--- config.mk ---
export PLATFORM = sky130hd
export DESIGN_NAME = spio_ports
export DESIGN_NICKNAME = d
export VERILOG_FILES = /design/src/verilog/spio_pin_mux.v /design/src/verilog/spio_ports.v
export VERILOG_INCLUDE_DIRS = /design/src /design/src/verilog
export SDC_FILE = /design/constraint.sdc
export NUM_CORES = 1
export LEC_CHECK = 0
export ABC_CLOCK_PERIOD_IN_PS = 4400
export BUFFER_PORTS_ARGS = -buffer_cell sky130_fd_sc_hd__clkbuf_2
export CORE_MARGIN = 2
export CORE_UTILIZATION = 45
export DETAILED_ROUTE_END_ITERATION = 10
export GPL_ROUTABILITY_DRIVEN = 0
export HOLD_SLACK_MARGIN = 0.05
export PLACE_DENSITY = 0.71
export SKIP_LAST_GASP = 1
export SYNTH_ARGS = -nofsm -noshare
export SYNTH_HDL_FRONTEND = slang
export SYNTH_SLANG_ARGS = --single-unit
--- constraint.sdc ---
create_clock -name CORE_CLK -period 4.4 [get_ports CORE_CLK]
set_input_delay 0.88 -clock CORE_CLK [delete_from_list [all_inputs] [get_ports CORE_CLK]]
set_output_delay 0.88 -clock CORE_CLK [all_outputs]
set_load 0.01 [all_outputs]
--- src/verilog/spio_defs.vh ---
// Constants for the shared parallel I/O port block
`ifndef SPIO_DEFS_VH
`define SPIO_DEFS_VH
`define SPIO_PORT_A 3'h0
`define SPIO_PORT_B 3'h1
`define SPIO_PORT_C 3'h2
`define SPIO_PORT_D 3'h3
`define SPIO_PORT_E 3'h4
`define SPIO_PORT_G 3'h5
`define SPIO_W_A 8
`define SPIO_W_B 8
`define SPIO_W_C 8
`define SPIO_W_D 5
`define SPIO_W_E 6
`define SPIO_W_G 4
`define SPIO_RST_BYTE 8'h00
`define SPIO_RST_BKGD_EN 1'b1
`define SPIO_C_SCI_TX 0
`define SPIO_C_SCI_RX 1
`define SPIO_C_SDA 2
`define SPIO_C_SCL 3
`define SPIO_D_T1_LO 0
`define SPIO_D_T1_HI 2
`define SPIO_D_T2_LO 3
`define SPIO_D_T2_HI 4
`define SPIO_E_SCI_TX 0
`define SPIO_E_SCI_RX 1
`define SPIO_E_SS 2
`define SPIO_E_MISO 3
`define SPIO_E_MOSI 4
`define SPIO_E_SCK 5
`define SPIO_G_BKGD 0
`define SPIO_G_OSC_LO 1
`define SPIO_G_OSC_HI 2
`endif

--- src/verilog/spio_pin_mux.v ---
// One 8-bit slice of pad muxing: peripheral override, pullup, slew, read-back
`timescale 1ns/1ps
module spio_pin_mux (
    // Port control
    input wire [7:0] LATCH,
    input wire [7:0] DIR,
    input wire [7:0] PULL_EN,
    input wire [7:0] SLEW_EN,
    // Peripheral ownership
    input wire [7:0] PERIPH_OWN,
    input wire [7:0] PERIPH_DRIVE,
    input wire [7:0] PERIPH_OUT,
    input wire [7:0] FORCE_IN,
    // Pad
    input wire [7:0] PAD_IN,
    output wire [7:0] PAD_OUT,
    output wire [7:0] PAD_OE_N,
    output wire [7:0] PAD_PULL,
    output wire [7:0] PAD_SLEW,
    output wire [7:0] READ_DATA
);
    wire [7:0] gpio_drive;
    wire [7:0] drive;

    assign gpio_drive = DIR & ~PERIPH_OWN & ~FORCE_IN;
    assign drive = gpio_drive | (PERIPH_OWN & PERIPH_DRIVE);
    assign PAD_OE_N = ~drive;
    assign PAD_OUT = (PERIPH_OWN & PERIPH_OUT) | (~PERIPH_OWN & LATCH);
    // Pullup for inputs, peripheral inputs included while direction is 0
    assign PAD_PULL = PULL_EN & ~DIR & ~drive;
    assign PAD_SLEW = SLEW_EN & drive;
    assign READ_DATA = (DIR & LATCH) | (~DIR & PAD_IN);
endmodule

--- src/verilog/spio_ports.v ---
// Six shared parallel I/O ports with peripheral pin arbitration
// Function
// - Six ports, 39 pins; port G bit 0 is output only.
// - Reset clears direction and pullup bits; pins come up high-impedance inputs.
// - Background pin enabled after reset; G0 no output until enable cleared.
// - Port A keyboard inputs are forced to act as inputs.
// - Port B analog-selected pins are forced to act as inputs.
// - Second serial port owns C0 transmit, C1 receive, controls direction.
// - Two-wire unit owns C2 data and C3 clock, controls direction.
// - Port D has five pins; enabled timers control their pins' direction.
// - Second timer uses D4 and D3; D3 alone as external clock.
// - First timer uses D2 to D0; D0 alone as external clock.
// - Port E six pins; first serial port owns E0 transmit, E1 receive.
// - SPI owns E2 select, E3 MISO, E4 MOSI, E5 clock.
// - Port G four pins; background and oscillator functions control their pins.
// - Background function keeps G0 pullup on regardless of pullup bit.
// - G0 is mode select during reset, background pin afterwards.
// - Clock generator may take G2 and G1 as oscillator pins.
// - Each pin direction bit enables driver when 1, input when 0.
// - Data reads give pin level when direction 0, latch when 1.
// - Writes always update latch; latch drives pin only as plain output.
// - Direction bit still selects read source under peripheral override.
// - Reading G0 returns the level on the output pin.
// - Pullup only when enabled and pin is input, peripheral inputs too while direction is 0.
// - Rising-edge keyboard inputs A7 to A4 get pulldown instead of pullup.
// - Slew limiting only when enabled and pin driven as output.
`timescale 1ns/1ps
`include "spio_defs.vh"
module spio_ports (
    // Clock and reset
    input wire CORE_CLK,
    input wire RESET,
    // Register write port
    input wire WR_EN,
    input wire [2:0] WR_PORT,
    input wire [1:0] WR_SEL,
    input wire [7:0] WR_DATA,
    input wire BKGD_EN_WR,
    input wire BKGD_EN_DATA,
    // Register read port
    input wire [2:0] RD_PORT,
    output reg [7:0] RD_LATCH,
    output reg [7:0] RD_DIR,
    output reg [7:0] RD_PULL,
    output reg [7:0] RD_SLEW,
    output reg [7:0] RD_DATA,
    output wire BACKGROUND_PIN_ENABLE,
    output reg MODE_SELECT_CAPTURED,
    // Peripheral enables and selects
    input wire [7:0] KEY_PIN_EN,
    input wire [3:0] KEY_RISING,
    input wire [7:0] ADC_PIN_EN,
    input wire SER2_EN,
    input wire SER2_TX,
    input wire TWI_EN,
    input wire TWI_SDA_OUT,
    input wire TWI_SDA_DRIVE,
    input wire TWI_SCL_OUT,
    input wire TWI_SCL_DRIVE,
    input wire [2:0] TMR1_PIN_EN,
    input wire [2:0] TMR1_PIN_DRIVE,
    input wire [2:0] TMR1_PIN_OUT,
    input wire [1:0] TMR2_PIN_EN,
    input wire [1:0] TMR2_PIN_DRIVE,
    input wire [1:0] TMR2_PIN_OUT,
    input wire SER1_EN,
    input wire SER1_TX,
    input wire SPI_EN,
    input wire [3:0] SPI_PIN_DRIVE,
    input wire [3:0] SPI_PIN_OUT,
    input wire OSC_EN,
    input wire BKGD_OUT,
    input wire BKGD_DRIVE,
    // Pads
    input wire [7:0] PTA_IN,
    output wire [7:0] PTA_OUT,
    output wire [7:0] PTA_OE_N,
    output wire [7:0] PTA_PULLUP,
    output wire [3:0] PTA_PULLDOWN,
    output wire [7:0] PTA_SLEW,
    input wire [7:0] PTB_IN,
    output wire [7:0] PTB_OUT,
    output wire [7:0] PTB_OE_N,
    output wire [7:0] PTB_PULLUP,
    output wire [7:0] PTB_SLEW,
    input wire [7:0] PTC_IN,
    output wire [7:0] PTC_OUT,
    output wire [7:0] PTC_OE_N,
    output wire [7:0] PTC_PULLUP,
    output wire [7:0] PTC_SLEW,
    input wire [4:0] PTD_IN,
    output wire [4:0] PTD_OUT,
    output wire [4:0] PTD_OE_N,
    output wire [4:0] PTD_PULLUP,
    output wire [4:0] PTD_SLEW,
    input wire [5:0] PTE_IN,
    output wire [5:0] PTE_OUT,
    output wire [5:0] PTE_OE_N,
    output wire [5:0] PTE_PULLUP,
    output wire [5:0] PTE_SLEW,
    input wire [3:0] PTG_IN,
    output wire [3:0] PTG_OUT,
    output wire [3:0] PTG_OE_N,
    output wire [3:0] PTG_PULLUP,
    output wire [3:0] PTG_SLEW,
    // Peripheral receive taps
    output wire SER2_RX,
    output wire TWI_SDA_IN,
    output wire TWI_SCL_IN,
    output wire [4:0] TMR_PIN_IN,
    output wire SER1_RX,
    output wire [3:0] SPI_PIN_IN,
    output wire BKGD_IN
);
    // Storage: index is port number, 0..5
    reg [7:0] port_data_latch_ff [0:5];
    reg [7:0] port_direction_bits_ff [0:5];
    reg [7:0] port_pullup_enable_ff [0:5];
    reg [7:0] port_slew_enable_ff [0:5];
    reg background_pin_enable_ff;
    reg in_reset_ff;
    integer i;

    function [7:0] port_mask;
        input [2:0] p;
        begin
            if (p == `SPIO_PORT_D) begin
                port_mask = 8'h1F;
            end else if (p == `SPIO_PORT_E) begin
                port_mask = 8'h3F;
            end else if (p == `SPIO_PORT_G) begin
                port_mask = 8'h0F;
            end else if (p > `SPIO_PORT_G) begin
                port_mask = 8'h00;
            end else begin
                port_mask = 8'hFF;
            end
        end
    endfunction

    always @(posedge CORE_CLK) begin
        if (RESET) begin
            for (i = 0; i < 6; i = i + 1) begin
                port_data_latch_ff[i] <= `SPIO_RST_BYTE;
                port_direction_bits_ff[i] <= `SPIO_RST_BYTE;
                port_pullup_enable_ff[i] <= `SPIO_RST_BYTE;
                port_slew_enable_ff[i] <= `SPIO_RST_BYTE;
            end
            background_pin_enable_ff <= `SPIO_RST_BKGD_EN;
            in_reset_ff <= 1'b1;
        end else begin
            in_reset_ff <= 1'b0;
            if (WR_EN && port_mask(WR_PORT) != 8'h00) begin
                if (WR_SEL == 2'h0) begin
                    port_data_latch_ff[WR_PORT] <= WR_DATA & port_mask(WR_PORT);
                end else if (WR_SEL == 2'h1) begin
                    port_direction_bits_ff[WR_PORT] <= WR_DATA & port_mask(WR_PORT);
                end else if (WR_SEL == 2'h2) begin
                    port_pullup_enable_ff[WR_PORT] <= WR_DATA & port_mask(WR_PORT);
                end else begin
                    port_slew_enable_ff[WR_PORT] <= WR_DATA & port_mask(WR_PORT);
                end
            end
            if (BKGD_EN_WR) begin
                background_pin_enable_ff <= BKGD_EN_DATA;
            end
        end
    end

    // Mode select level caught on the last reset cycle
    always @(posedge CORE_CLK) begin
        if (RESET) begin
            MODE_SELECT_CAPTURED <= PTG_IN[`SPIO_G_BKGD];
        end
    end

    assign BACKGROUND_PIN_ENABLE = background_pin_enable_ff;

    // Ownership, drive and value per port, padded to 8 bits
    wire [7:0] own [0:5];
    wire [7:0] pdrv [0:5];
    wire [7:0] pout [0:5];
    wire [7:0] fin [0:5];
    wire [7:0] pin_in [0:5];
    wire [7:0] m_out [0:5];
    wire [7:0] m_oe_n [0:5];
    wire [7:0] m_pull [0:5];
    wire [7:0] m_slew [0:5];
    wire [7:0] m_rd [0:5];
    wire bkgd_active;

    assign bkgd_active = background_pin_enable_ff | in_reset_ff;

    assign own[0] = 8'h00;
    assign pdrv[0] = 8'h00;
    assign pout[0] = 8'h00;
    assign fin[0] = KEY_PIN_EN;
    assign own[1] = 8'h00;
    assign pdrv[1] = 8'h00;
    assign pout[1] = 8'h00;
    assign fin[1] = ADC_PIN_EN;
    assign own[2] = {4'h0, TWI_EN, TWI_EN, SER2_EN, SER2_EN};
    assign pdrv[2] = {4'h0, TWI_SCL_DRIVE, TWI_SDA_DRIVE, 1'b0, 1'b1};
    assign pout[2] = {4'h0, TWI_SCL_OUT, TWI_SDA_OUT, 1'b0, SER2_TX};
    assign fin[2] = 8'h00;
    assign own[3] = {3'h0, TMR2_PIN_EN, TMR1_PIN_EN};
    assign pdrv[3] = {3'h0, TMR2_PIN_DRIVE, TMR1_PIN_DRIVE};
    assign pout[3] = {3'h0, TMR2_PIN_OUT, TMR1_PIN_OUT};
    assign fin[3] = 8'h00;
    assign own[4] = {2'h0, {4{SPI_EN}}, SER1_EN, SER1_EN};
    assign pdrv[4] = {2'h0, SPI_PIN_DRIVE, 1'b0, 1'b1};
    assign pout[4] = {2'h0, SPI_PIN_OUT, 1'b0, SER1_TX};
    assign fin[4] = 8'h00;
    // Port G bit 0 is output only: background function or its latch drives it
    assign own[5] = {5'h00, OSC_EN, OSC_EN, 1'b1};
    assign pdrv[5] = {5'h00, 2'h0, bkgd_active ? (BKGD_DRIVE & ~in_reset_ff) : 1'b1};
    assign pout[5] = {5'h00, 2'h0, bkgd_active ? BKGD_OUT : port_data_latch_ff[5][0]};
    assign fin[5] = 8'h00;

    assign pin_in[0] = PTA_IN;
    assign pin_in[1] = PTB_IN;
    assign pin_in[2] = PTC_IN;
    assign pin_in[3] = {3'h0, PTD_IN};
    assign pin_in[4] = {2'h0, PTE_IN};
    assign pin_in[5] = {4'h0, PTG_IN[3:1], PTG_OUT[0]};

    genvar g;
    generate
        for (g = 0; g < 6; g = g + 1) begin : mux
            spio_pin_mux u_mux (
                .LATCH(port_data_latch_ff[g]),
                .DIR(port_direction_bits_ff[g]),
                .PULL_EN(port_pullup_enable_ff[g]),
                .SLEW_EN(port_slew_enable_ff[g]),
                .PERIPH_OWN(own[g]),
                .PERIPH_DRIVE(pdrv[g]),
                .PERIPH_OUT(pout[g]),
                .FORCE_IN(fin[g]),
                .PAD_IN(pin_in[g]),
                .PAD_OUT(m_out[g]),
                .PAD_OE_N(m_oe_n[g]),
                .PAD_PULL(m_pull[g]),
                .PAD_SLEW(m_slew[g]),
                .READ_DATA(m_rd[g])
            );
        end
    endgenerate

    assign PTA_OUT = m_out[0];
    assign PTA_OE_N = m_oe_n[0];
    assign PTA_PULLUP = {m_pull[0][7:4] & ~(KEY_PIN_EN[7:4] & KEY_RISING), m_pull[0][3:0]};
    assign PTA_PULLDOWN = m_pull[0][7:4] & KEY_PIN_EN[7:4] & KEY_RISING;
    assign PTA_SLEW = m_slew[0] & ~KEY_PIN_EN;
    assign PTB_OUT = m_out[1];
    assign PTB_OE_N = m_oe_n[1];
    assign PTB_PULLUP = m_pull[1];
    assign PTB_SLEW = m_slew[1];
    assign PTC_OUT = m_out[2];
    assign PTC_OE_N = m_oe_n[2];
    assign PTC_PULLUP = m_pull[2];
    assign PTC_SLEW = m_slew[2];
    assign PTD_OUT = m_out[3][4:0];
    assign PTD_OE_N = m_oe_n[3][4:0];
    assign PTD_PULLUP = m_pull[3][4:0];
    assign PTD_SLEW = m_slew[3][4:0];
    assign PTE_OUT = m_out[4][5:0];
    assign PTE_OE_N = m_oe_n[4][5:0];
    assign PTE_PULLUP = m_pull[4][5:0];
    assign PTE_SLEW = m_slew[4][5:0];
    assign PTG_OUT = m_out[5][3:0];
    assign PTG_OE_N = m_oe_n[5][3:0];
    assign PTG_PULLUP = {m_pull[5][3:1], m_pull[5][0] | bkgd_active};
    assign PTG_SLEW = m_slew[5][3:0];

    assign SER2_RX = PTC_IN[`SPIO_C_SCI_RX];
    assign TWI_SDA_IN = PTC_IN[`SPIO_C_SDA];
    assign TWI_SCL_IN = PTC_IN[`SPIO_C_SCL];
    assign TMR_PIN_IN = PTD_IN;
    assign SER1_RX = PTE_IN[`SPIO_E_SCI_RX];
    assign SPI_PIN_IN = PTE_IN[`SPIO_E_SCK:`SPIO_E_SS];
    assign BKGD_IN = PTG_IN[`SPIO_G_BKGD];

    // Registered read-back of the selected port
    always @(posedge CORE_CLK) begin
        if (RESET || port_mask(RD_PORT) == 8'h00) begin
            RD_LATCH <= 8'h00;
            RD_DIR <= 8'h00;
            RD_PULL <= 8'h00;
            RD_SLEW <= 8'h00;
            RD_DATA <= 8'h00;
        end else begin
            RD_LATCH <= port_data_latch_ff[RD_PORT];
            RD_DIR <= port_direction_bits_ff[RD_PORT];
            RD_PULL <= port_pullup_enable_ff[RD_PORT];
            RD_SLEW <= port_slew_enable_ff[RD_PORT];
            RD_DATA <= m_rd[RD_PORT] & port_mask(RD_PORT);
        end
    end
endmodule

* Yosys cells after proc, flatten, opt, wreduce, memory -nomap -nowiden *
Memory sizes are Yosys's and may differ from the RTL's. A register that Yosys moved wholly into a read port is not among the register bits.
Index checks and enable logic that the tools add are counted.

word-level totals
  input port bits = 116
  memories = 4
  memory bits (writable) = 192
  output and inout port bits = 216
  register bits = 11

memories
  name                    words  bits a word  rd ports  clocked after Yosys merged registers in  write ports  RTL line          text
  port_data_latch_ff      6      8            7         1                                        6            spio_ports.v:116  reg [7:0] port_data_latch_ff [0:5];
  port_direction_bits_ff  6      8            7         1                                        6            spio_ports.v:117  reg [7:0] port_direction_bits_ff [0:5];
  port_pullup_enable_ff   6      8            7         1                                        6            spio_ports.v:118  reg [7:0] port_pullup_enable_ff [0:5];
  port_slew_enable_ff     6      8            7         1                                        6            spio_ports.v:119  reg [7:0] port_slew_enable_ff [0:5];

cells by class
  reductions and logical operators = 9
  equal/unequal tests = 8
  bitwise logic cells = 96
  multiplexer cells = 67
  $lt $le $gt $ge = 3

operators with widths
  operator                                    number
  two-way mux 8 bit                           33
  bitwise AND 8 bit                           28
  inverter 8 bit                              11
  OR 8 bit                                    8
  bitwise AND 4 bit                           11
  bitwise AND 6 bit                           7
  bitwise AND 5 bit                           7
  OR reduction 8 bit                          4
  two-way mux 1 bit                           29
  binary-select mux 8 bit (select 3 bit)      1
  equality test 3 bit, second input constant  4
  two-way mux 3 bit                           4
  inverter 6 bit                              2
  OR 6 bit                                    2
  inverter 5 bit                              2
  OR 5 bit                                    2
  bitwise AND 8 x 4 -> 8 bit                  1
  bitwise AND 8 x 5 -> 8 bit                  1
  bitwise AND 8 x 6 -> 8 bit                  1
  logical NOT 8 bit                           1
  inverter 3 -> 4 bit                         2
  inverter 4 bit                              2
  inverter 4 -> 8 bit                         1
  OR 4 bit                                    2
  13 further kinds                            17

* Logic depth before layout (Yosys ltp) *
Gate-level depths: netlist of the first run.

  depth in word-level cells = 13
  depth in mapped cells = 7

* Cells and area by module *
From an unflattened synthesis of the first run, not the netlist that was laid out.

unflattened totals
  cells, all modules = 1,112
  area, all modules = 13,103.8 µm²

modules (own cells, without submodules)
  module        cells each  instances  area an instance (µm²)
  spio_ports    776         1          10,100.9
  spio_pin_mux  56          6          500.5

* Worst setup path after synthesis of the first run *
Ideal clock, no wire load.

  kind = input -> output
  from = input port SPI_EN
  to = output port PTE_SLEW[3]
  data arrival time = 1,687 ps
  slack = 1,833 ps
  path buffers = 1
  required time = 3,520 ps
  stages on the path = 3
  cells stage by stage = buf_1 mux2i_1 nor2b_1

between the ends
  longest elaborated chain between the ends = 4
  elaborated cells on any way between the ends = 5
  those cells by class = bitwise (5)

ends and longest elaborated chain
  item                 RTL line           text
  start: declaration   spio_ports.v:68    input wire SPI_EN,
  inverter 6 bit       spio_pin_mux.v:25  assign gpio_drive = DIR & ~PERIPH_OWN & ~FORCE_IN;
  bitwise AND 6 bit    spio_pin_mux.v:25
  OR 6 bit *           spio_pin_mux.v:26  assign drive = gpio_drive | (PERIPH_OWN & PERIPH_DRIVE);
  bitwise AND 6 bit *  spio_pin_mux.v:31  assign PAD_SLEW = SLEW_EN & drive;
  end: declaration     spio_ports.v:100   output wire [5:0] PTE_SLEW,

Every way passes the cells marked *; elsewhere a longest branch is shown, timed or not.

==> flow_summary.html, run 1 <==
<table>
<tr><th>Metric</th><th>Value</th></tr>
<tr><th colspan="2">Run status</th></tr>
<tr><td>Status</td><td>completed</td></tr>
<tr><th colspan="2">Timing</th></tr>
<tr><td>Transition at the pin with the smallest max-transition slack</td><td>1.111 ns</td></tr>
<tr><td>Setup TNS</td><td>0 ns</td></tr>
<tr><td>Time the final worst path needs with I/O delays and setup</td><td>2.716 ns</td></tr>
<tr><td>Achievable Freq</td><td>368.2 MHz</td></tr>
<tr><td>Unrepaired setup endpoints after global routing</td><td>no</td></tr>
<tr><td>Final period utilization</td><td>0.6172</td></tr>
<tr><td>Clock Skew</td><td>0.01195 ns</td></tr>
<tr><td>Endpoints failing setup</td><td>0</td></tr>
<tr><td>Max transition margin</td><td>0.2576</td></tr>
<tr><td>Worst hold margin</td><td>0.5477 ns</td></tr>
<tr><td>Number of hold violations in the final report</td><td>0</td></tr>
<tr><td>Final Max Tran Viols</td><td>0</td></tr>
<tr><th colspan="2">Final layout</th></tr>
<tr><td>Multi-input logic area</td><td>4279 um2</td></tr>
<tr><td>Most common cell after layout, fill and taps aside</td><td>clkbuf_2</td></tr>
<tr><td>Post-route cell area</td><td>14060 um2</td></tr>
<tr><td>Most frequent cells in the layout</td><td>clkbuf_2, nor2_1, edfxtp_1, mux2i_1, nand2b_1</td></tr>
<tr><td>Relative area change from synthesis to final layout</td><td>22.96%</td></tr>
<tr><td>Fillcell total</td><td>2203</td></tr>
<tr><td>Antenna Diode Count</td><td>0</td></tr>
<tr><td>Utilization of the core after routing</td><td>0.5617</td></tr>
<tr><td>Final net count</td><td>1440</td></tr>
<tr><td>Share of cells above drive strength 1</td><td>0.3189</td></tr>
<tr><td>Area of all sequential standard cells</td><td>6636 um2</td></tr>
<tr><th colspan="2">Global routing</th></tr>
<tr><td>Largest net degree at the start of global routing</td><td>52</td></tr>
<tr><td>GRT Total Usage</td><td>0.3157</td></tr>
<tr><td>GRT Residual Overflow</td><td>0</td></tr>
<tr><td>Wire length of the first global-routing pass</td><td>60.24 mm</td></tr>
<tr><td>Vias in the first global route</td><td>9034</td></tr>
<tr><td>Number of antenna violations at the first check in global routing</td><td>0</td></tr>
<tr><th colspan="2">Setup path</th></tr>
<tr><td>CP startpoint kind</td><td>input port</td></tr>
<tr><td>Depth of the worst register-to-register path</td><td>3</td></tr>
<tr><td>Critical Path Max Stage Delay</td><td>0.62 ns</td></tr>
<tr><td>Reg2Reg Launch Point</td><td>port_data_latch_ff[2][2]</td></tr>
<tr><td>Crit path arrival time</td><td>2.90 ns</td></tr>
<tr><td>Sequence of cells on the critical path</td><td>clkbuf_2 -&gt; a21o_1 -&gt; nor3_4 -&gt; nand2_1 -&gt; nand2b_1</td></tr>
<tr><td>Setup slack of the worst register-to-register path</td><td>2.80 ns</td></tr>
<tr><td>Worst Path Class, Setup</td><td>in -&gt; reg</td></tr>
<tr><td>Endpoint type of the worst setup path</td><td>flip-flop</td></tr>
<tr><td>Critical-path top delay cell</td><td>nor3_4</td></tr>
<tr><td>CP Max Fanout</td><td>17</td></tr>
<tr><td>Required time at the worst-slack endpoint</td><td>4.58 ns</td></tr>
<tr><td>R2r endpoint</td><td>RD_DATA[2]</td></tr>
<tr><th colspan="2">Synthesis</th></tr>
<tr><td>Cell taking the most area after synthesis</td><td>edfxtp_1</td></tr>
<tr><td>Fraction of synthesis flops using an asynchronous set or reset pin</td><td>0</td></tr>
<tr><td>Post-synthesis area per instance</td><td>11.31 um2</td></tr>
<tr><td>Count of cell types in the netlist</td><td>52</td></tr>
<tr><td>Post-synth design cell area</td><td>11440 um2</td></tr>
<tr><td>Yosys reg bits</td><td>235</td></tr>
<tr><td>EDFF count, synth</td><td>193</td></tr>
<tr><td>Cell count after synthesis</td><td>1011</td></tr>
<tr><td>Area fraction of the dominant cell type after synthesis</td><td>0.5068</td></tr>
<tr><td>Part of the Yosys area used for sequential elements</td><td>0.5803</td></tr>
<tr><td>Top cells by area, synth</td><td>edfxtp_1, mux2i_1, dfxtp_1</td></tr>
<tr><td>Yosys warning count</td><td>0</td></tr>
<tr><td>Top FF cell, synth</td><td>edfxtp_1</td></tr>
<tr><th colspan="2">Place</th></tr>
<tr><td>HPWL after detailed placement</td><td>32.98 mm</td></tr>
<tr><td>Buffers on Ports</td><td>331</td></tr>
<tr><td>Post-Place Cell Area</td><td>13260 um2</td></tr>
<tr><th colspan="2">Routing</th></tr>
<tr><td>1st-iter DRT viols</td><td>1537</td></tr>
<tr><td>DR vias</td><td>9735</td></tr>
<tr><td>Router iterations before antenna repair</td><td>6</td></tr>
<tr><td>Wire length per cell</td><td>25.80 um</td></tr>
<tr><td>Via-per-instance ratio</td><td>5.822</td></tr>
<tr><td>Antenna violation net count after detailed routing</td><td>0</td></tr>
<tr><td>Overall routed net length</td><td>43.13 mm</td></tr>
<tr><td>Number of DRC violations after detailed routing</td><td>0</td></tr>
<tr><th colspan="2">CTS</th></tr>
<tr><td>CTS H-Tree Depth</td><td>1</td></tr>
<tr><td>Source-to-sink clock delay at the later pin of the worst-skew pair</td><td>0.52 ns</td></tr>
<tr><td>Sinks on Clock Net</td><td>235</td></tr>
<tr><td>Number of buffers inserted by hold repair at cts</td><td>0</td></tr>
<tr><td>Number of post-CTS setup repair buffers</td><td>0</td></tr>
<tr><td>Total clock buffers created by CTS</td><td>24</td></tr>
<tr><td>Number of buffers between clock root and the deepest sink</td><td>3</td></tr>
<tr><td>CTS root buf</td><td>clkbuf_16</td></tr>
<tr><td>Resized cells post-CTS</td><td>0</td></tr>
<tr><td>Clock-pin slew on the worst setup and hold paths</td><td>0.06 ns</td></tr>
<tr><td>Clock tree from TritonCTS</td><td>built</td></tr>
<tr><th colspan="2">Hold path</th></tr>
<tr><td>Endpoint, Worst Hold</td><td>MODE_SELECT_CAPTURED</td></tr>
<tr><td>Class of the worst hold path</td><td>in -&gt; reg</td></tr>
<tr><td>Hold Path Cell Cnt</td><td>1</td></tr>
<tr><td>Min-Delay Startpoint</td><td>PTG_IN[0]</td></tr>
<tr><th colspan="2">Floorplanning</th></tr>
<tr><td>Vertical die dimension</td><td>163.4 um</td></tr>
<tr><td>Core region area</td><td>25040 um2</td></tr>
<tr><td>Site Rows</td><td>58</td></tr>
<tr><td>Die span in x</td><td>163.4 um</td></tr>
<tr><td>IO Pins</td><td>332</td></tr>
<tr><td>Initial Util</td><td>0.4568</td></tr>
<tr><td>Die Footprint</td><td>26700 um2</td></tr>
<tr><th colspan="2">Pwr</th></tr>
<tr><td>Overall power of the completed layout</td><td>5492 uW</td></tr>
<tr><td>Peak supply drop</td><td>247.3 uV</td></tr>
<tr><td>Leakage component of the power</td><td>0.006161 uW</td></tr>
<tr><td>Power per unit of standard cell area</td><td>390.5 nW/um2</td></tr>
<tr><th colspan="2">Flow run</th></tr>
<tr><td>Reported max-cap violation count</td><td>0</td></tr>
</table>
==> logic make-up after synthesis <==
logic type,Yosys count,share of synthesized area
compound gates,118,0.07429
mux,128,0.1221
simple gates,410,0.1712
other cells,1,0.0003279
buf+inv,119,0.05175
flops,235,0.5803
==> state kept, by name, indices dropped and copies added, names as in the netlist <==
| register | flops |
|---|---|
| port_data_latch_ff | 48 |
| port_direction_bits_ff | 48 |
| port_pullup_enable_ff | 48 |
| port_slew_enable_ff | 48 |
| RD_DATA | 8 |
| RD_DIR | 8 |
| RD_LATCH | 8 |
| RD_PULL | 8 |
| RD_SLEW | 8 |
| BACKGROUND_PIN_ENABLE | 1 |
| MODE_SELECT_CAPTURED | 1 |
| in_reset_ff | 1 |
==> worst max path at each step <==
stage | from | end | slack (ns) | cells past startpoint
finish | RESET | port_pullup_enable_ff[1][0] | 1.68 | 5
global route | RESET | port_pullup_enable_ff[1][6] | 1.60 | 5
CTS | RESET | port_pullup_enable_ff[1][6] | 1.81 | 5
detailed placement | RESET | port_pullup_enable_ff[1][6] | 1.27 | 5
global placement | RESET | port_pullup_enable_ff[1][5] | 1.36 | 5
floorplan | SPI_EN | PTE_SLEW[3] | 1.83 | 3
==> cells in the mapped netlist, types with 4 or more instances <==
master / number
nand2b_1: 45
inv_1: 41
and2_1: 8
a22oi_1: 12
and3_1: 36
buf_2: 26
o22a_1: 7
nor3_1: 8
o22ai_1: 26
nor2b_1: 41
o21bai_1: 4
mux4_2: 6
buf_4: 24
a21o_1: 5
mux2i_1: 90
a221oi_1: 20
edfxtp_1: 193
a21oi_1: 14
dfxtp_1: 42
nand2_1: 43
mux2_2: 31
a211oi_1: 16
clkbuf_1: 21
nor2_1: 208
==> per-layer routing <==
layer / vias to the layer above / part of all wire / track usage
met1: 4602 / 0.37 / 0.4315
li1: 4204 / - / -
met5: - / 0 / 0
met3: 108 / 0.14 / 0.07720
met2: 821 / 0.45 / 0.4885
met4: 0 / 0.042 / 0.1183
==> through the flow <==
| stage | cells | setup WS (ns) |
|---|---|---|
| floorplan | 1030 | 1.833 |
| global placement | 1628 | 1.364 |
| detailed placement | 1628 | 1.270 |
| CTS | 1672 | 1.810 |
| global route | 1672 | 1.604 |
| finish | 1672 | 1.684 |
==> cell type report <==
cell class                 instances  area share
multi-input combinational        676      0.3043
sequential                       235      0.4719
clock buffer                      29     0.04556
tap                              330     0.02936
timing repair buffer             345      0.1263
inverter                          42     0.01121
clock inverter                    15     0.01130
==> critical path, delay by kind of cell <==
family                 cells  cell delay (ns)
and+or+nand+nor            3             1.39
AOI/OAI and AO/OA          1             0.33
buffers and inverters      1             0.27
==> power by group <==
group,internal (uW),total (uW),leakage [uW],switching [uW]
registers,2540,2680,0.00219,134
clock network,1220,2080,0.000386,868
logic,275,731,0.00359,456
No activity file was read; power rests on OpenSTA's default activity.
==> run 2, diff against run 1 <==
--- a/config.mk
+++ b/config.mk
@@ -6,7 +6,7 @@
 export SDC_FILE = /design/constraint.sdc
 export NUM_CORES = 1
 export LEC_CHECK = 0
-export ABC_CLOCK_PERIOD_IN_PS = 4400
+export ABC_CLOCK_PERIOD_IN_PS = 2500
 export BUFFER_PORTS_ARGS = -buffer_cell sky130_fd_sc_hd__clkbuf_2
 export CORE_MARGIN = 2
 export CORE_UTILIZATION = 45
==> constraint.sdc (replaced) <==
create_clock -name CORE_CLK -period 2.5 [get_ports CORE_CLK]
set_input_delay 0.5 -clock CORE_CLK [delete_from_list [all_inputs] [get_ports CORE_CLK]]
set_output_delay 0.5 -clock CORE_CLK [all_outputs]
set_load 0.01 [all_outputs]
==> run 2 against run 1 <==
  * Setup slack got worse by 1.3 ns
  * Cell area up 2.8%
  * Cell count up 2.5%
  * Non-clock buffer count grew 37
  * Die area is the same
  * Count of clock-buffer cells in the layout up 1
  * Clock skew rose by 0.0047 ns
  * Wire length fell by 1.4%
  * Sequential cell count stayed put
  * Hold slack lost 0.39 ns
  * Largest cell class unchanged
  * Largest power group unchanged
  * Highest routed layer is now met5
==> flow_summary.html, run 2 (synthesized netlist as in run 1, its figures left out) <==
<table>
<tr><th>Metric</th><th>Value</th></tr>
<tr><th colspan="2">CTS</th></tr>
<tr><td>Clock tree from TritonCTS</td><td>built</td></tr>
<tr><td>Source-to-sink clock delay at the later pin of the worst-skew pair</td><td>0.53 ns (about the same)</td></tr>
<tr><td>Total clock buffers created by CTS</td><td>26 (+8.3%)</td></tr>
<tr><td>Number of post-CTS setup repair buffers</td><td>0 (unchanged)</td></tr>
<tr><td>Resized cells post-CTS</td><td>0 (unchanged)</td></tr>
<tr><td>Clock-pin slew on the worst setup and hold paths</td><td>0.06 ns (about the same)</td></tr>
<tr><td>CTS root buf</td><td>clkbuf_16</td></tr>
<tr><td>Number of buffers between clock root and the deepest sink</td><td>3 (unchanged)</td></tr>
<tr><td>CTS H-Tree Depth</td><td>1 (unchanged)</td></tr>
<tr><td>Number of buffers inserted by hold repair at cts</td><td>0 (unchanged)</td></tr>
<tr><td>Sinks on Clock Net</td><td>235 (unchanged)</td></tr>
<tr><th colspan="2">Floorplanning</th></tr>
<tr><td>Vertical die dimension</td><td>163.4 um (unchanged)</td></tr>
<tr><td>Core region area</td><td>25040 um2 (unchanged)</td></tr>
<tr><td>Die span in x</td><td>163.4 um (unchanged)</td></tr>
<tr><td>Die Footprint</td><td>26700 um2 (unchanged)</td></tr>
<tr><td>Site Rows</td><td>58 (unchanged)</td></tr>
<tr><td>Initial Util</td><td>0.4568 (unchanged)</td></tr>
<tr><td>IO Pins</td><td>332 (unchanged)</td></tr>
<tr><th colspan="2">Hold path</th></tr>
<tr><td>Hold Path Cell Cnt</td><td>1 (unchanged)</td></tr>
<tr><td>Class of the worst hold path</td><td>in -&gt; reg</td></tr>
<tr><td>Endpoint, Worst Hold</td><td>MODE_SELECT_CAPTURED</td></tr>
<tr><td>Min-Delay Startpoint</td><td>PTG_IN[0]</td></tr>
<tr><th colspan="2">Timing</th></tr>
<tr><td>Max transition margin</td><td>0.6083 (+0.3508)</td></tr>
<tr><td>Final Max Tran Viols</td><td>0 (unchanged)</td></tr>
<tr><td>Setup TNS</td><td>0 ns (unchanged)</td></tr>
<tr><td>Worst hold margin</td><td>0.1578 ns (-0.3899 ns)</td></tr>
<tr><td>Number of hold violations in the final report</td><td>0 (unchanged)</td></tr>
<tr><td>Transition at the pin with the smallest max-transition slack</td><td>0.5856 ns (-0.5249 ns)</td></tr>
<tr><td>Achievable Freq</td><td>474.4 MHz</td></tr>
<tr><td>Final period utilization</td><td>0.8432</td></tr>
<tr><td>Endpoints failing setup</td><td>0 (unchanged)</td></tr>
<tr><td>Clock Skew</td><td>0.01666 ns (+0.004712 ns)</td></tr>
<tr><td>Unrepaired setup endpoints after global routing</td><td>no</td></tr>
<tr><td>Time the final worst path needs with I/O delays and setup</td><td>2.108 ns</td></tr>
<tr><th colspan="2">Pwr</th></tr>
<tr><td>Overall power of the completed layout</td><td>10020 uW (+82%)</td></tr>
<tr><td>Switching power of the nets</td><td>2611 uW (+79%)</td></tr>
<tr><td>Peak supply drop</td><td>401.6 uV (+62%)</td></tr>
<tr><td>Share of total power in the clock network</td><td>0.400 (+0.020)</td></tr>
<tr><td>Fraction of power consumed by sequential logic</td><td>0.472 (-0.015)</td></tr>
<tr><td>Share of power burned in combinational logic</td><td>0.128 (-0.005)</td></tr>
<tr><td>Leakage component of the power</td><td>0.006383 uW (+3.6%)</td></tr>
<tr><td>Switching power as a share of total power</td><td>0.2607 (-0.004805)</td></tr>
<tr><td>Power per unit of standard cell area</td><td>692.8 nW/um2 (+77%)</td></tr>
<tr><td>P_int</td><td>7404 uW (+84%)</td></tr>
<tr><th colspan="2">Final layout</th></tr>
<tr><td>Utilization of the core after routing</td><td>0.5774 (+0.01569)</td></tr>
<tr><td>Share of cells above drive strength 1</td><td>0.3384 (+0.01947)</td></tr>
<tr><td>Fillcell total</td><td>2157 (-2.1%)</td></tr>
<tr><td>Multi-input logic area</td><td>4279 um2 (unchanged)</td></tr>
<tr><td>Count of non-filler cells in the finished layout</td><td>1713 (+2.5%)</td></tr>
<tr><td>Final net count</td><td>1479 (+2.7%)</td></tr>
<tr><td>Most frequent cells in the layout</td><td>clkbuf_2, nor2_1, edfxtp_1, mux2i_1, buf_4</td></tr>
<tr><td>Antenna Diode Count</td><td>0 (unchanged)</td></tr>
<tr><td>Most common cell after layout, fill and taps aside</td><td>clkbuf_2</td></tr>
<tr><td>Area of all sequential standard cells</td><td>6636 um2 (unchanged)</td></tr>
<tr><td>Relative area change from synthesis to final layout</td><td>26.40%</td></tr>
<tr><th colspan="2">Place</th></tr>
<tr><td>Total instance count after detailed placement</td><td>1665 (+2.3%)</td></tr>
<tr><td>HPWL after detailed placement</td><td>32.94 mm (-0.11%)</td></tr>
<tr><td>Buffers on Ports</td><td>331 (unchanged)</td></tr>
<tr><th colspan="2">Setup path</th></tr>
<tr><td>Endpoint type of the worst setup path</td><td>output pin</td></tr>
<tr><td>Worst Path Class, Setup</td><td>reg -&gt; out</td></tr>
<tr><td>CP startpoint kind</td><td>flip-flop</td></tr>
<tr><td>CP Max Fanout</td><td>4 (-13)</td></tr>
<tr><td>Required time at the worst-slack endpoint</td><td>2.00 ns (-2.58 ns)</td></tr>
<tr><td>R2r endpoint</td><td>RD_SLEW[0]</td></tr>
<tr><td>Setup slack of the worst register-to-register path</td><td>0.90 ns (-1.90 ns)</td></tr>
<tr><td>Crit path arrival time</td><td>1.61 ns (-1.29 ns)</td></tr>
<tr><td>Depth of the worst register-to-register path</td><td>4 (+1)</td></tr>
<tr><td>Reg2Reg Launch Point</td><td>port_slew_enable_ff[5][0]</td></tr>
<tr><th colspan="2">Routing</th></tr>
<tr><td>DR vias</td><td>9886 (+1.6%)</td></tr>
<tr><td>Router iterations before antenna repair</td><td>7 (+1)</td></tr>
<tr><td>Overall routed net length</td><td>42.55 mm (-1.4%)</td></tr>
<tr><td>Via-per-instance ratio</td><td>5.771 (-0.88%)</td></tr>
<tr><td>Antenna violation net count after detailed routing</td><td>0 (unchanged)</td></tr>
<tr><td>Number of DRC violations after detailed routing</td><td>0 (unchanged)</td></tr>
<tr><td>Wire length per cell</td><td>24.84 um (-3.7%)</td></tr>
<tr><td>1st-iter DRT viols</td><td>1480 (-3.7%)</td></tr>
<tr><th colspan="2">Flow run</th></tr>
<tr><td>Reported max-cap violation count</td><td>0 (unchanged)</td></tr>
<tr><th colspan="2">Global routing</th></tr>
<tr><td>Wire length of the first global-routing pass</td><td>59.21 mm (-1.7%)</td></tr>
<tr><td>Vias in the first global route</td><td>8900 (-1.5%)</td></tr>
<tr><td>Number of antenna violations at the first check in global routing</td><td>1 (+1)</td></tr>
<tr><td>GRT Residual Overflow</td><td>0 (unchanged)</td></tr>
<tr><td>Largest net degree at the start of global routing</td><td>45 (-13%)</td></tr>
<tr><td>GRT Total Usage</td><td>0.3102 (-0.005472)</td></tr>
<tr><th colspan="2">Run status</th></tr>
<tr><td>Status</td><td>completed</td></tr>
</table>
[run 2: critical path, cell delays in order, from the launching register on]
cell	delay (ns)
edfxtp_1	0.52
nor2_1	0.27
and2_1	0.16
clkbuf_2	0.12
[run 2: power by group through the flow]
stage,Sequential [uW],Combinational [uW],Clock [uW]
after floorplan,4680,682,0
after global placement,4800,1240,0
after detailed placement,4790,1260,0
after CTS,4710,1260,4000
after global routing,4730,1360,4160
final,4720,1280,4010
[run 2: metal layers]
| layer | up-vias | part of all wire | global-route usage | wire length, um |
|---|---|---|---|---|
| li1 | 4270 | - | - | - |
| met1 | 4695 | 0.37 | 0.4199 | 15540 |
| met2 | 819 | 0.46 | 0.4879 | 19440 |
| met3 | 100 | 0.14 | 0.06882 | 5804 |
| met4 | 2 | 0.041 | 0.1211 | 1755 |
| met5 | - | 0.00031 | 0 | 13 |
[run 2: how the worst max path moves through the flow]
stage                                       end                    startpoint  slack (ns)
global route                      PTC_PULLUP[0]  port_direction_bits_ff[2][0]        0.35
floorplan           port_pullup_enable_ff[5][0]                    WR_PORT[1]        0.54
global placement    port_pullup_enable_ff[3][7]                    WR_PORT[2]        0.16
detailed placement  port_pullup_enable_ff[3][6]                    WR_PORT[2]        0.05
finish                            PTC_PULLUP[0]  port_direction_bits_ff[2][0]        0.39
CTS                               PTC_PULLUP[0]  port_direction_bits_ff[2][0]        0.37
[run 2: layout make-up]
class | instances | area share
Multi-Input combinational cell | 676 | 0.2960
Inverter | 42 | 0.01091
Clock inverter | 18 | 0.01420
Sequential cell | 235 | 0.4591
Tap cell | 330 | 0.02856
Timing Repair Buffer | 382 | 0.1430
Clock buffer | 30 | 0.04821
[run 2: metrics by stage]
step | setup WS (ns) | instance area, um2
2_1_floorplan | 0.5420 | 11510
3_3_place_gp | 0.1578 | 13550
3_5_place_dp | 0.05427 | 13550
4_1_cts | 0.3676 | 14460
5_1_grt | 0.3466 | 14460
6_report | 0.3919 | 14460
